<file path="src/verilog/sm_defs.vh">
`ifndef SM_DEFS_VH
`define SM_DEFS_VH

// Register byte offsets on the AXI4-Lite slave
`define SM_ADDR_W     5
`define SM_OFF_CTRL   5'h00
`define SM_OFF_TBRT   5'h04
`define SM_OFF_TRIM   5'h08
`define SM_OFF_CMD    5'h0c
`define SM_OFF_SOLO   5'h10
`define SM_OFF_STAT   5'h14

// Control register fields
`define SM_B_HOLD     0
`define SM_B_SIP      1
`define SM_B_HPM      2
`define SM_B_MONM     3
`define SM_B_MONO     4
`define SM_MODE_LSB   8
`define SM_MODE_MSB   11

// Command register strobes (write one)
`define SM_C_CLR      0
`define SM_C_HOLD     1
`define SM_C_SIP      2

// Status register fields
`define SM_S_ANY      0
`define SM_S_TALK     1
`define SM_S_SUM      2

// Trim fields
`define SM_PRE_LSB    0
`define SM_PRE_MSB    7
`define SM_POST_LSB   8
`define SM_POST_MSB   15
`define SM_TRIM_RST   8'h00

// Solo sources: mono 0-7, stereo 8-11, aux 12-19, groups 20-23
`define SM_NSOLO      24
`define SM_NIN        12
`define SM_ST_LO      8
`define SM_AUX_LO     12
`define SM_GRP_LO     20
`define SM_CAT_MONO   0
`define SM_CAT_ST     1
`define SM_CAT_AUX    2
`define SM_CAT_GRP    3

// Talkback routes: L, R, groups 1-4, aux 1-8
`define SM_TB_W       14

// Bus answers
`define SM_RESP_OK    2'b00
`define SM_RESP_ERR   2'b10

// Long press for destructive solo toggle
`define SM_SIP_HOLD_MS 3000
`define SM_CLK_KHZ     100000

`endif

</file>
<file path="src/verilog/sm_solo_ctrl.v">
// The implementer's own choices: the register addresses and the AXI4-Lite interface to the registers.
`timescale 1ns/1ps
`include "sm_defs.vh"
// Overview of operation
// - Talkback live only while talk held
// - Independent talkback enables to every bus
// - Monitor carries master unless solo active
// - Headphone mute from button or screen
// - Separate monitor mute from button or screen
// - Mono sum from button or screen
// - Without hold, solos are mutually exclusive
// - With hold, each press toggles solo
// - Clear drops every active solo
// - Softkeys act exactly like hold, clear
// - Four category pre/post fade modes
// - Pre-fade tap ignores fader and mute
// - Stereo pre-fade solo is mono sum
// - Post-fade tap follows fader and pan
// - Aux solo always mono, tap per mode
// - Separate pre and post solo trims
// - Solo feeds monitors, mono sum, headphones
// - Destructive mode mutes unsoloed inputs while an input is soloed
// - Destructive toggle: 3 s hold or click
module sm_solo_ctrl #(
  parameter [31:0] SIP_HOLD_CYC = `SM_SIP_HOLD_MS * `SM_CLK_KHZ,
  parameter        HOLD_INIT    = 1'b0,
  parameter        SIP_INIT     = 1'b0
) (
  input  wire                  core_clk,
  input  wire                  rst_n,
  // AXI4-Lite slave
  input  wire [`SM_ADDR_W-1:0] s_axi_awaddr,
  input  wire                  s_axi_awvalid,
  output wire                  s_axi_awready,
  input  wire [31:0]           s_axi_wdata,
  input  wire [3:0]            s_axi_wstrb,
  input  wire                  s_axi_wvalid,
  output wire                  s_axi_wready,
  output wire [1:0]            s_axi_bresp,
  output wire                  s_axi_bvalid,
  input  wire                  s_axi_bready,
  input  wire [`SM_ADDR_W-1:0] s_axi_araddr,
  input  wire                  s_axi_arvalid,
  output wire                  s_axi_arready,
  output wire [31:0]           s_axi_rdata,
  output wire [1:0]            s_axi_rresp,
  output wire                  s_axi_rvalid,
  input  wire                  s_axi_rready,
  // Panel buttons, asynchronous, high while pressed
  input  wire                  talk_btn,
  input  wire                  hold_btn,
  input  wire                  clear_btn,
  input  wire                  sip_btn,
  input  wire                  hp_mute_btn,
  input  wire                  mon_mute_btn,
  input  wire                  sum_btn,
  input  wire [`SM_NSOLO-1:0]  solo_btn,
  // Routing fabric controls
  output wire                  talk_en,
  output wire [`SM_TB_W-1:0]   tb_route_en,
  output wire                  mon_from_solo,
  output wire                  hp_mute,
  output wire                  mon_mute,
  output wire                  mono_monitor_out,
  output wire                  solo_to_hp,
  output wire                  solo_to_mono_out,
  output wire [`SM_NSOLO-1:0]  solo_active,
  output wire [`SM_NSOLO-1:0]  solo_post_tap,
  output wire [`SM_NSOLO-1:0]  solo_sum_mono,
  output wire [7:0]            pre_fader_solo_trim,
  output wire [7:0]            post_fader_solo_trim,
  output wire                  destructive_solo_mode,
  output wire [`SM_NIN-1:0]    sip_mute
);

  // Synchronised buttons and their previous values
  localparam NB = 6;
  wire [NB-1:0]        btn_s;      // Hold, clear, hp, mon, sum, talk
  wire [`SM_NSOLO-1:0] solo_s;     // Solo buttons, synchronised
  reg  [NB-1:0]        btn_d_ff;   // Previous sample
  reg  [`SM_NSOLO-1:0] solo_d_ff;  // Previous sample
  wire [NB-1:0]        btn_rise;
  wire [`SM_NSOLO-1:0] solo_rise;
  wire                 sip_s;
  wire                 sip_long;   // Long-press firing

  sm_sync #(.W(NB)) u_sync_btn (
    .core_clk (core_clk),
    .rst_n    (rst_n),
    .din      ({talk_btn, sum_btn, mon_mute_btn,
                hp_mute_btn, clear_btn, hold_btn}),
    .dout     (btn_s)
  );

  sm_sync #(.W(`SM_NSOLO + 1)) u_sync_solo (
    .core_clk (core_clk),
    .rst_n    (rst_n),
    .din      ({sip_btn, solo_btn}),
    .dout     ({sip_s, solo_s})
  );

  sm_press_timer #(.HOLD_CYC(SIP_HOLD_CYC)) u_sip_timer (
    .core_clk (core_clk),
    .rst_n    (rst_n),
    .held     (sip_s),
    .fire     (sip_long)
  );

  // Edge history for press detection
  always @(posedge core_clk or negedge rst_n) begin
    if (!rst_n) begin
      btn_d_ff  <= {NB{1'b0}};
      solo_d_ff <= {`SM_NSOLO{1'b0}};
    end else begin
      btn_d_ff  <= btn_s;
      solo_d_ff <= solo_s;
    end
  end

  assign btn_rise  = btn_s & ~btn_d_ff;
  assign solo_rise = solo_s & ~solo_d_ff;

  // Bus side state
  reg [`SM_ADDR_W-1:0] awaddr_ff;  // Latched write address
  reg                  aw_hold_ff; // Address held, waiting data
  reg [31:0]           wdata_ff;   // Latched write data
  reg [3:0]            wstrb_ff;
  reg                  w_hold_ff;  // Data held, waiting address
  reg                  bvalid_ff;
  reg [1:0]            bresp_ff;
  reg                  rvalid_ff;
  reg [31:0]           rdata_ff;
  reg [1:0]            rresp_ff;

  // Block state
  reg [4:0]            ctrl_ff;    // Hold, sip, hp, mon, mono
  reg [3:0]            mode_ff;    // 1 = post-fade per category
  reg                  sum_ff;     // Latched SUM button
  reg [`SM_TB_W-1:0]   tbrt_ff;    // Talkback route selects
  reg [7:0]            pre_trim_ff;
  reg [7:0]            post_trim_ff;
  reg [`SM_NSOLO-1:0]  solo_ff;    // Active solo selections
  reg                  talk_ff;    // Talk path enable

  // A write fires once both halves are in hand
  wire aw_take  = s_axi_awvalid & ~aw_hold_ff & ~bvalid_ff;
  wire w_take   = s_axi_wvalid & ~w_hold_ff & ~bvalid_ff;
  wire have_aw  = aw_hold_ff | aw_take;
  wire have_w   = w_hold_ff | w_take;
  wire wr_fire  = have_aw & have_w;
  wire [`SM_ADDR_W-1:0] wr_addr = aw_hold_ff ? awaddr_ff : s_axi_awaddr;
  wire [31:0]           wr_data = w_hold_ff ? wdata_ff : s_axi_wdata;
  wire [3:0]            wr_strb = w_hold_ff ? wstrb_ff : s_axi_wstrb;

  assign s_axi_awready = ~aw_hold_ff & ~bvalid_ff;
  assign s_axi_wready  = ~w_hold_ff & ~bvalid_ff;
  assign s_axi_bvalid  = bvalid_ff;
  assign s_axi_bresp   = bresp_ff;
  assign s_axi_arready = ~rvalid_ff;
  assign s_axi_rvalid  = rvalid_ff;
  assign s_axi_rdata   = rdata_ff;
  assign s_axi_rresp   = rresp_ff;

  // Write address decode
  wire wr_ctrl = wr_fire & (wr_addr == `SM_OFF_CTRL);
  wire wr_tbrt = wr_fire & (wr_addr == `SM_OFF_TBRT);
  wire wr_trim = wr_fire & (wr_addr == `SM_OFF_TRIM);
  wire wr_cmd  = wr_fire & (wr_addr == `SM_OFF_CMD);
  wire wr_solo = wr_fire & (wr_addr == `SM_OFF_SOLO);
  wire wr_ok   = wr_ctrl | wr_tbrt | wr_trim | wr_cmd | wr_solo |
                 (wr_addr == `SM_OFF_STAT);

  // Command strobes need byte lane zero
  wire cmd_clr  = wr_cmd & wr_strb[0] & wr_data[`SM_C_CLR];
  wire cmd_hold = wr_cmd & wr_strb[0] & wr_data[`SM_C_HOLD];
  wire cmd_sip  = wr_cmd & wr_strb[0] & wr_data[`SM_C_SIP];

  // Button or softkey have the same effect
  wire hold_tgl = btn_rise[0] | cmd_hold;
  wire clr_req  = btn_rise[1] | cmd_clr;
  wire sip_tgl  = sip_long | cmd_sip;

  // Solo presses: panel edges or on-screen solo strobes
  wire [`SM_NSOLO-1:0] sw_press = wr_solo ? wr_data[`SM_NSOLO-1:0]
                                          : {`SM_NSOLO{1'b0}};
  wire [`SM_NSOLO-1:0] press    = solo_rise | sw_press;
  // Lowest pressed source wins when two arrive together
  wire [`SM_NSOLO-1:0] press_1h = press & (~press + `SM_NSOLO'h1);

  // Write channel handshake and response
  always @(posedge core_clk or negedge rst_n) begin
    if (!rst_n) begin
      awaddr_ff  <= {`SM_ADDR_W{1'b0}};
      aw_hold_ff <= 1'b0;
      wdata_ff   <= 32'h0;
      wstrb_ff   <= 4'h0;
      w_hold_ff  <= 1'b0;
      bvalid_ff  <= 1'b0;
      bresp_ff   <= `SM_RESP_OK;
    end else begin
      if (wr_fire) begin
        aw_hold_ff <= 1'b0;
        w_hold_ff  <= 1'b0;
        bvalid_ff  <= 1'b1;
        // Unmapped offsets answer with a slave error
        bresp_ff   <= wr_ok ? `SM_RESP_OK : `SM_RESP_ERR;
      end else begin
        if (aw_take) begin
          aw_hold_ff <= 1'b1;
          awaddr_ff  <= s_axi_awaddr;
        end
        if (w_take) begin
          w_hold_ff <= 1'b1;
          wdata_ff  <= s_axi_wdata;
          wstrb_ff  <= s_axi_wstrb;
        end
        if (bvalid_ff && s_axi_bready) begin
          bvalid_ff <= 1'b0;
        end
      end
    end
  end

  // Read data assembly
  reg [31:0] rd_val;
  reg        rd_ok;
  always @* begin
    rd_val = 32'h0;
    rd_ok  = 1'b1;
    if (s_axi_araddr == `SM_OFF_CTRL) begin
      rd_val[4:0] = ctrl_ff;
      rd_val[`SM_MODE_MSB:`SM_MODE_LSB] = mode_ff;
    end else if (s_axi_araddr == `SM_OFF_TBRT) begin
      rd_val[`SM_TB_W-1:0] = tbrt_ff;
    end else if (s_axi_araddr == `SM_OFF_TRIM) begin
      rd_val[`SM_PRE_MSB:`SM_PRE_LSB]   = pre_trim_ff;
      rd_val[`SM_POST_MSB:`SM_POST_LSB] = post_trim_ff;
    end else if (s_axi_araddr == `SM_OFF_CMD) begin
      // Strobes only, always read as zero
      rd_val = 32'h0;
    end else if (s_axi_araddr == `SM_OFF_SOLO) begin
      rd_val[`SM_NSOLO-1:0] = solo_ff;
    end else if (s_axi_araddr == `SM_OFF_STAT) begin
      rd_val[`SM_S_ANY]  = |solo_ff;
      rd_val[`SM_S_TALK] = talk_ff;
      rd_val[`SM_S_SUM]  = sum_ff;
    end else begin
      rd_ok = 1'b0;
    end
  end

  // Read channel, one cycle to answer
  always @(posedge core_clk or negedge rst_n) begin
    if (!rst_n) begin
      rvalid_ff <= 1'b0;
      rdata_ff  <= 32'h0;
      rresp_ff  <= `SM_RESP_OK;
    end else if (s_axi_arvalid && !rvalid_ff) begin
      rvalid_ff <= 1'b1;
      rdata_ff  <= rd_val;
      rresp_ff  <= rd_ok ? `SM_RESP_OK : `SM_RESP_ERR;
    end else if (rvalid_ff && s_axi_rready) begin
      rvalid_ff <= 1'b0;
    end
  end

  // Monitor controls: a panel press toggles, software sets
  reg [4:0] nxt_ctrl;
  always @* begin
    nxt_ctrl = ctrl_ff;
    if (btn_rise[2]) begin
      nxt_ctrl[`SM_B_HPM] = ~ctrl_ff[`SM_B_HPM];
    end
    if (btn_rise[3]) begin
      nxt_ctrl[`SM_B_MONM] = ~ctrl_ff[`SM_B_MONM];
    end
    // On-screen writes; hold and sip stay toggle-only
    if (wr_ctrl && wr_strb[0]) begin
      nxt_ctrl[`SM_B_HPM]  = wr_data[`SM_B_HPM];
      nxt_ctrl[`SM_B_MONM] = wr_data[`SM_B_MONM];
      nxt_ctrl[`SM_B_MONO] = wr_data[`SM_B_MONO];
    end
    if (hold_tgl) begin
      nxt_ctrl[`SM_B_HOLD] = ~ctrl_ff[`SM_B_HOLD];
    end
    if (sip_tgl) begin
      nxt_ctrl[`SM_B_SIP] = ~ctrl_ff[`SM_B_SIP];
    end
  end

  // Solo selection update
  reg [`SM_NSOLO-1:0] nxt_solo;
  always @* begin
    nxt_solo = solo_ff;
    // Clear first, so a press in the same cycle still lands
    if (clr_req) begin
      nxt_solo = {`SM_NSOLO{1'b0}};
    end
    if (ctrl_ff[`SM_B_HOLD]) begin
      nxt_solo = nxt_solo ^ press;
    end else if (|press) begin
      // Interlock; pressing the live solo again releases it
      if (|(press_1h & nxt_solo)) begin
        nxt_solo = {`SM_NSOLO{1'b0}};
      end else begin
        nxt_solo = press_1h;
      end
    end
  end

  // Block state registers
  always @(posedge core_clk or negedge rst_n) begin
    if (!rst_n) begin
      // Solos empty, hold and sip from stored setting
      ctrl_ff      <= {3'b000, SIP_INIT, HOLD_INIT};
      solo_ff      <= {`SM_NSOLO{1'b0}};
      mode_ff      <= 4'h0;
      sum_ff       <= 1'b0;
      tbrt_ff      <= {`SM_TB_W{1'b0}};
      pre_trim_ff  <= `SM_TRIM_RST;
      post_trim_ff <= `SM_TRIM_RST;
      talk_ff      <= 1'b0;
    end else begin
      ctrl_ff <= nxt_ctrl;
      solo_ff <= nxt_solo;
      // Talk is momentary: follows the button level
      talk_ff <= btn_s[5];
      if (btn_rise[4]) begin
        sum_ff <= ~sum_ff;
      end
      if (wr_ctrl && wr_strb[1]) begin
        mode_ff <= wr_data[`SM_MODE_MSB:`SM_MODE_LSB];
      end
      if (wr_tbrt) begin
        tbrt_ff <= wr_data[`SM_TB_W-1:0];
      end
      if (wr_trim && wr_strb[0]) begin
        pre_trim_ff <= wr_data[`SM_PRE_MSB:`SM_PRE_LSB];
      end
      if (wr_trim && wr_strb[1]) begin
        post_trim_ff <= wr_data[`SM_POST_MSB:`SM_POST_LSB];
      end
    end
  end

  // Per-source tap point and mono summing by category
  genvar i;
  generate
    for (i = 0; i < `SM_NSOLO; i = i + 1) begin : g_src
      localparam CAT = (i < `SM_ST_LO)  ? `SM_CAT_MONO :
                       (i < `SM_AUX_LO) ? `SM_CAT_ST   :
                       (i < `SM_GRP_LO) ? `SM_CAT_AUX  : `SM_CAT_GRP;
      // Post tap after fader and pan, pre tap before fader
      assign solo_post_tap[i] = mode_ff[CAT];
      if (CAT == `SM_CAT_AUX) begin : g_aux
        assign solo_sum_mono[i] = 1'b1;
      end else if (CAT == `SM_CAT_ST) begin : g_st
        assign solo_sum_mono[i] = ~mode_ff[CAT];
      end else begin : g_other
        assign solo_sum_mono[i] = 1'b0;
      end
      if (i < `SM_NIN) begin : g_in
        // Only inputs are muted, and only by a solo on another input
        assign sip_mute[i] = ctrl_ff[`SM_B_SIP] &
                             (|solo_ff[`SM_NIN-1:0]) &
                             ~solo_ff[i];
      end
    end
  endgenerate

  wire any_solo = |solo_ff;

  // Fabric outputs
  assign talk_en               = talk_ff;
  // Routes gated by talk so no bus hears an idle mic
  assign tb_route_en           = talk_ff ? tbrt_ff
                                         : {`SM_TB_W{1'b0}};
  assign mon_from_solo         = any_solo;
  assign solo_to_hp            = any_solo;
  assign solo_to_mono_out      = any_solo;
  assign hp_mute               = ctrl_ff[`SM_B_HPM];
  assign mon_mute              = ctrl_ff[`SM_B_MONM];
  assign mono_monitor_out      = ctrl_ff[`SM_B_MONO] | sum_ff;
  assign solo_active           = solo_ff;
  assign pre_fader_solo_trim   = pre_trim_ff;
  assign post_fader_solo_trim  = post_trim_ff;
  assign destructive_solo_mode = ctrl_ff[`SM_B_SIP];

endmodule

</file>
<file path="src/verilog/sm_sync.v">
`timescale 1ns/1ps
// Two-stage synchroniser, one chain per bit
module sm_sync #(
  parameter W = 1
) (
  input  wire         core_clk,
  input  wire         rst_n,
  input  wire [W-1:0] din,
  output wire [W-1:0] dout
);
  genvar i;
  generate
    for (i = 0; i < W; i = i + 1) begin : g_bit
      reg meta_ff;  // First stage, read only by second
      reg sync_ff;  // Second stage, safe to use
      // Plain double flop per pin
      always @(posedge core_clk or negedge rst_n) begin
        if (!rst_n) begin
          meta_ff <= 1'b0;
          sync_ff <= 1'b0;
        end else begin
          meta_ff <= din[i];
          sync_ff <= meta_ff;
        end
      end
      assign dout[i] = sync_ff;
    end
  endgenerate
endmodule

</file>
<file path="src/verilog/sm_press_timer.v">
`timescale 1ns/1ps
// Fires once when a button has been held for HOLD_CYC cycles
module sm_press_timer #(
  parameter [31:0] HOLD_CYC = 32'd300000000
) (
  input  wire core_clk,
  input  wire rst_n,
  input  wire held,
  output wire fire
);
  reg  [31:0] cnt_ff;   // Cycles held so far, saturates
  reg  [31:0] nxt_cnt;
  reg         fire_ff;  // One-cycle firing pulse
  reg         nxt_fire;

  // Count while held; a release restarts the wait
  always @* begin
    nxt_cnt  = cnt_ff;
    nxt_fire = 1'b0;
    if (!held) begin
      nxt_cnt = 32'h0;
    end else if (cnt_ff < HOLD_CYC) begin
      nxt_cnt = cnt_ff + 32'h1;
      // Only one firing per press, however long it is held
      nxt_fire = (nxt_cnt == HOLD_CYC);
    end
  end

  always @(posedge core_clk or negedge rst_n) begin
    if (!rst_n) begin
      cnt_ff  <= 32'h0;
      fire_ff <= 1'b0;
    end else begin
      cnt_ff  <= nxt_cnt;
      fire_ff <= nxt_fire;
    end
  end

  assign fire = fire_ff;
endmodule

</file>
<file path="config.mk">
export PLATFORM = sky130hd
export DESIGN_NAME = sm_solo_ctrl
export DESIGN_NICKNAME = d
export VERILOG_FILES = /design/src/verilog/sm_solo_ctrl.v /design/src/verilog/sm_sync.v /design/src/verilog/sm_press_timer.v
export VERILOG_INCLUDE_DIRS = /design/src /design/src/verilog
export SDC_FILE = /design/constraint.sdc
export NUM_CORES = 1
export LEC_CHECK = 0
export BUFFER_PORTS_ARGS = -buffer_cell sky130_fd_sc_hd__clkbuf_2
export CORE_MARGIN = 2
export CORE_UTILIZATION = 40
export DETAILED_ROUTE_END_ITERATION = 6
export GPL_TIMING_DRIVEN = 0
export PLACE_DENSITY_LB_ADDON = 0.08
export SETUP_SLACK_MARGIN = 0.5
export SLEW_MARGIN = 20
export SYNTH_ARGS = -nofsm -noshare
export SYNTH_HDL_FRONTEND = slang
export SYNTH_HIERARCHICAL = 1
export SYNTH_SLANG_ARGS = --single-unit
</file>
<file path="constraint.sdc">
create_clock -name core_clk -period 6.58 [get_ports core_clk]
set_input_delay 0.658 -clock core_clk [delete_from_list [all_inputs] [get_ports core_clk]]
set_output_delay 0.658 -clock core_clk [all_outputs]
set_load 0.01 [all_outputs]
</file>
==> results.json <==
{
  "outcome": "finished, final reports clean",
  "drc": 0,
  "yosysWarningCount": 6,
  "start_kind": "register",
  "clk_pin_slew_ns": 0.06,
  "tns_ns": 0,
  "synth_edf_count": 0,
  "multi_input_area_um2": 5542,
  "synth_common_cells": "dfrtp_1 (250), nand2_1 (98), buf_4 (91)",
  "worstPathCellList": "buf_2, buf_2, buf_2, buf_1, buf_2, mux2i_1, o21bai_1, nor3_1, a22oi_1, nor2_1, o41ai_2",
  "critical_path.most_common_cell": "buf_2",
  "async_flop_share": 1.000,
  "leakage_uw": 0.007083,
  "setup_slack_ns": 1.992,
  "slew_violations": 0,
  "route.met3.wl_um": 2323,
  "total_power_uw": 5674,
  "worstSetupPathType": "register to register",
  "antenna_found_initial": 3,
  "finalSetupViolCount": 0,
  "wire_per_inst_um": 18.88,
  "worst_slew_pin_slew_ns": 1.018,
  "post-place-ws_ns": 2.077,
  "synth_seq_cells": 250,
  "maxSlewHeadroom": 0.3159,
  "fill_cells": 3032,
  "yosysTopAreaCell": "dfrtp_1",
  "drive_above_1_share": 0.2836,
  "grt_overflow_total": 0,
  "place_congestion": 0.8702,
  "power_density_nw_per_um2": 365.2,
  "register_area_um2": 6256,
  "ys_seq_area_frac": 0.4893,
  "wl_met2_um": 17100,
  "postCtsHoldBufs": 0,
  "routed_wl_um": 37100,
  "clock_latency_ns": 0.55,
  "ioPinCount": 247,
  "cp_slowest_cell": "nor3_1",
  "core_region_area_um2": 31560,
  "cp.arrival_ns": 5.00,
  "dp.final_hpwl_um": 28150,
  "post_cts_buffers": 0,
  "maxCapViolCount": 0,
  "cp_num_buf_inv": 5,
  "fp.dieW_um": 182.8,
  "cts_made_buffers": 28,
  "root_buffer": "clkbuf_16",
  "met1_length_um": 16810,
  "initial_utilization": 0.4052,
  "timing.fmax_ghz": 0.2179,
  "detail-route-antenna-nets": 0,
  "firstDrtPassIters": 5,
  "worst_setup_path_end_kind": "register",
  "die_h_um": 182.8,
  "fp.dieArea_um2": 33410,
  "grt_pass1_vias": 10100,
  "grt_max_degree": 75,
  "syn_inst": 1274,
  "final_nets": 1627,
  "yosys.area.top_type_share": 0.4893,
  "cts_sinks": 250,
  "area_growth_syn_to_layout_pct": 21.51,
  "grt_pass1_wl_um": 58440,
  "min_period_ns": 4.588,
  "required_ns": 6.99,
  "cpPeakStageDelay_ns": 0.70,
  "syn_avg_cell_area_um2": 10.04,
  "cp_top_family": "buffers and inverters",
  "cp_max_fo": 10,
  "drt_iter0_drc": 667,
  "num_vias": 10440,
  "hold_class": "primary input to asynchronous set/reset pin",
  "hold_viol": 0,
  "synthTopCellsByArea": "dfrtp_1 (49%), buf_4 (5.3%), mux2_2 (4.1%)",
  "num_rows": 65,
  "holdWs_ns": 0.06656,
  "synth_cell_types": 87,
  "avgViaCountPerCell": 5.315,
  "cts_resized": 0,
  "highest-signal-layer": "met5",
  "yosysMostFrequentCell": "dfrtp_1",
  "rsz0062_at_grt": "no",
  "grt_util_all_layers": 0.2226,
  "synth_area_um2": 12780,
  "design_area_um2": 15530,
  "cts_buffer_depth": 3,
  "dpl-instance-area_um2": 14520,
  "clock_skew_ns": 0.01907,
  "vdd_ir_drop_max_v": 0.0002416,
  "cts_tree": "yes",
  "fin_crit_sh": 0.6973,
  "h-tree-depth": 1,
  "ys.flop_type": "dfrtp_1",
  "io_buffers": 205
}
## cells in the final DEF (no fill, tap or decap), drive strengths merged, types with 5 or more instances in the layout
| cell type | synthesis | final |
|---|---|---|
| mux2 | 46 | 46 |
| nand2 | 99 | 99 |
| buf | 111 | 114 |
| clkinvlp | 0 | 6 |
| nor2 | 84 | 84 |
| and3 | 12 | 12 |
| o21ai | 41 | 41 |
| o32a | 5 | 5 |
| dfrtp | 250 | 250 |
| nand4 | 28 | 28 |
| inv | 24 | 24 |
| nor3b | 7 | 7 |
| mux2i | 22 | 22 |
| clkbuf | 52 | 293 |
| and2 | 53 | 53 |
| a221oi | 8 | 8 |
| clkinv | 1 | 6 |
| nor3 | 31 | 31 |
| a31oi | 20 | 20 |
| nand3 | 39 | 39 |
| o21a | 7 | 7 |
| a222oi | 6 | 6 |
| or2 | 6 | 6 |
| a21o | 6 | 6 |
| xnor2 | 35 | 35 |
| a21oi | 75 | 75 |
| xor2 | 12 | 12 |
| nor4 | 16 | 16 |
| a211oi | 6 | 6 |
| o211ai | 11 | 11 |
| o31ai | 18 | 18 |
| a22o | 7 | 7 |
| nand2b | 21 | 21 |
| a32oi | 17 | 17 |
| nand3b | 10 | 10 |
| nor2b | 23 | 23 |
| conb | 2 | 30 |
## routing by layer
layer	vias up	GRT usage
met1	5012	0.3114
met2	380	0.3627
met5	-	0
met3	64	0.03435
li1	4983	-
met4	4	0.05824
## stage by stage
step | util | cells
4_1_cts | 0.4922 | 1964
3_5_place_dp | 0.4602 | 1913
6_report | 0.4923 | 1965
2_1_floorplan | - | 1302
3_3_place_gp | 0.4569 | 1909
5_1_grt | 0.4922 | 1964
## cell families after synthesis
kind of cell / count (synthesis) / share of synthesized area
xor gates and xnor gates: 47 / 0.03220
adders and majority gates: 2 / 0.001957
DFF: 250 / 0.4893
other: 2 / 0.0005874
buffers and inverters: 188 / 0.08544
and+or+nand+nor: 445 / 0.1834
muxes: 68 / 0.05774
AOI/OAI and AO/OA: 272 / 0.1493
## where the power goes
group	internal, uW	total [uW]	switching, uW	leakage, uW
sequential	1860	2240	381	0.00313
clock	1030	1680	650	0.000485
combinational	773	1750	978	0.00347
total	3660	5670	2010	0.00708
## registers in the layout, indices dropped and copies added (netlist names), 5 cells and up
name,count
awaddr_ff,5
u_sync_solo/g_bit.sync_ff,25
u_sync_btn/g_bit.sync_ff,6
solo_d_ff,24
u_sync_btn/g_bit.meta_ff,6
btn_d_ff,5
ctrl_ff,5
u_sip_timer/cnt_ff,32
pre_fader_solo_trim,8
s_axi_rdata,24
wdata_ff,24
post_fader_solo_trim,8
tbrt_ff,14
u_sync_solo/g_bit.meta_ff,25
solo_active,24
## worst paths after layout
| path | startpoint | slack (ns) | cells after the start | end |
|---|---|---|---|---|
| setup / recovery | w_hold_ff$_DFFE_PN0P_ | 1.99 | 11 | solo_active[15]$_DFF_PN0_ |
| hold reg to reg | u_sync_solo/g_bit[18].meta_ff$_DFF_PN0_ | 0.35 | 0 | u_sync_solo/g_bit[18].sync_ff$_DFF_PN0_ |
| max in group asynchronous | rst_n | 5.43 | 3 | u_sip_timer/cnt_ff[27]$_DFFE_PN0P_ |
| min in group core_clk | solo_btn[22] | 0.21 | 1 | u_sync_solo/g_bit[22].meta_ff$_DFF_PN0_ |
| setup reg to reg | w_hold_ff$_DFFE_PN0P_ | 1.99 | 11 | solo_active[15]$_DFF_PN0_ |
| hold / removal | rst_n | 0.07 | 1 | talk_en$_DFF_PN0_ |
## worst reg2reg max path: cells and delay by family (launching register included)
family                 cells  cell delay (ns)
multiplexers               1             0.51
AND/OR/NAND/NOR            2             1.14
buffers and inverters      5             1.90
AO/OA/AOI/OAI              3             0.55
flip-flops                 1             0.37
## area by class of cell
type / instances / area share
Clock buffer: 36 / 0.05292
Inverter: 25 / 0.006041
Antenna cell: 1 / 0.0001611
Buffer: 163 / 0.06427
Clock inverter: 15 / 0.01224
Sequential cell: 250 / 0.4027
Multi-Input combinational cell: 864 / 0.3567
Tap cell: 402 / 0.03238
Timing Repair Buffer: 209 / 0.07257
Power figures use the tool's default switching activity.
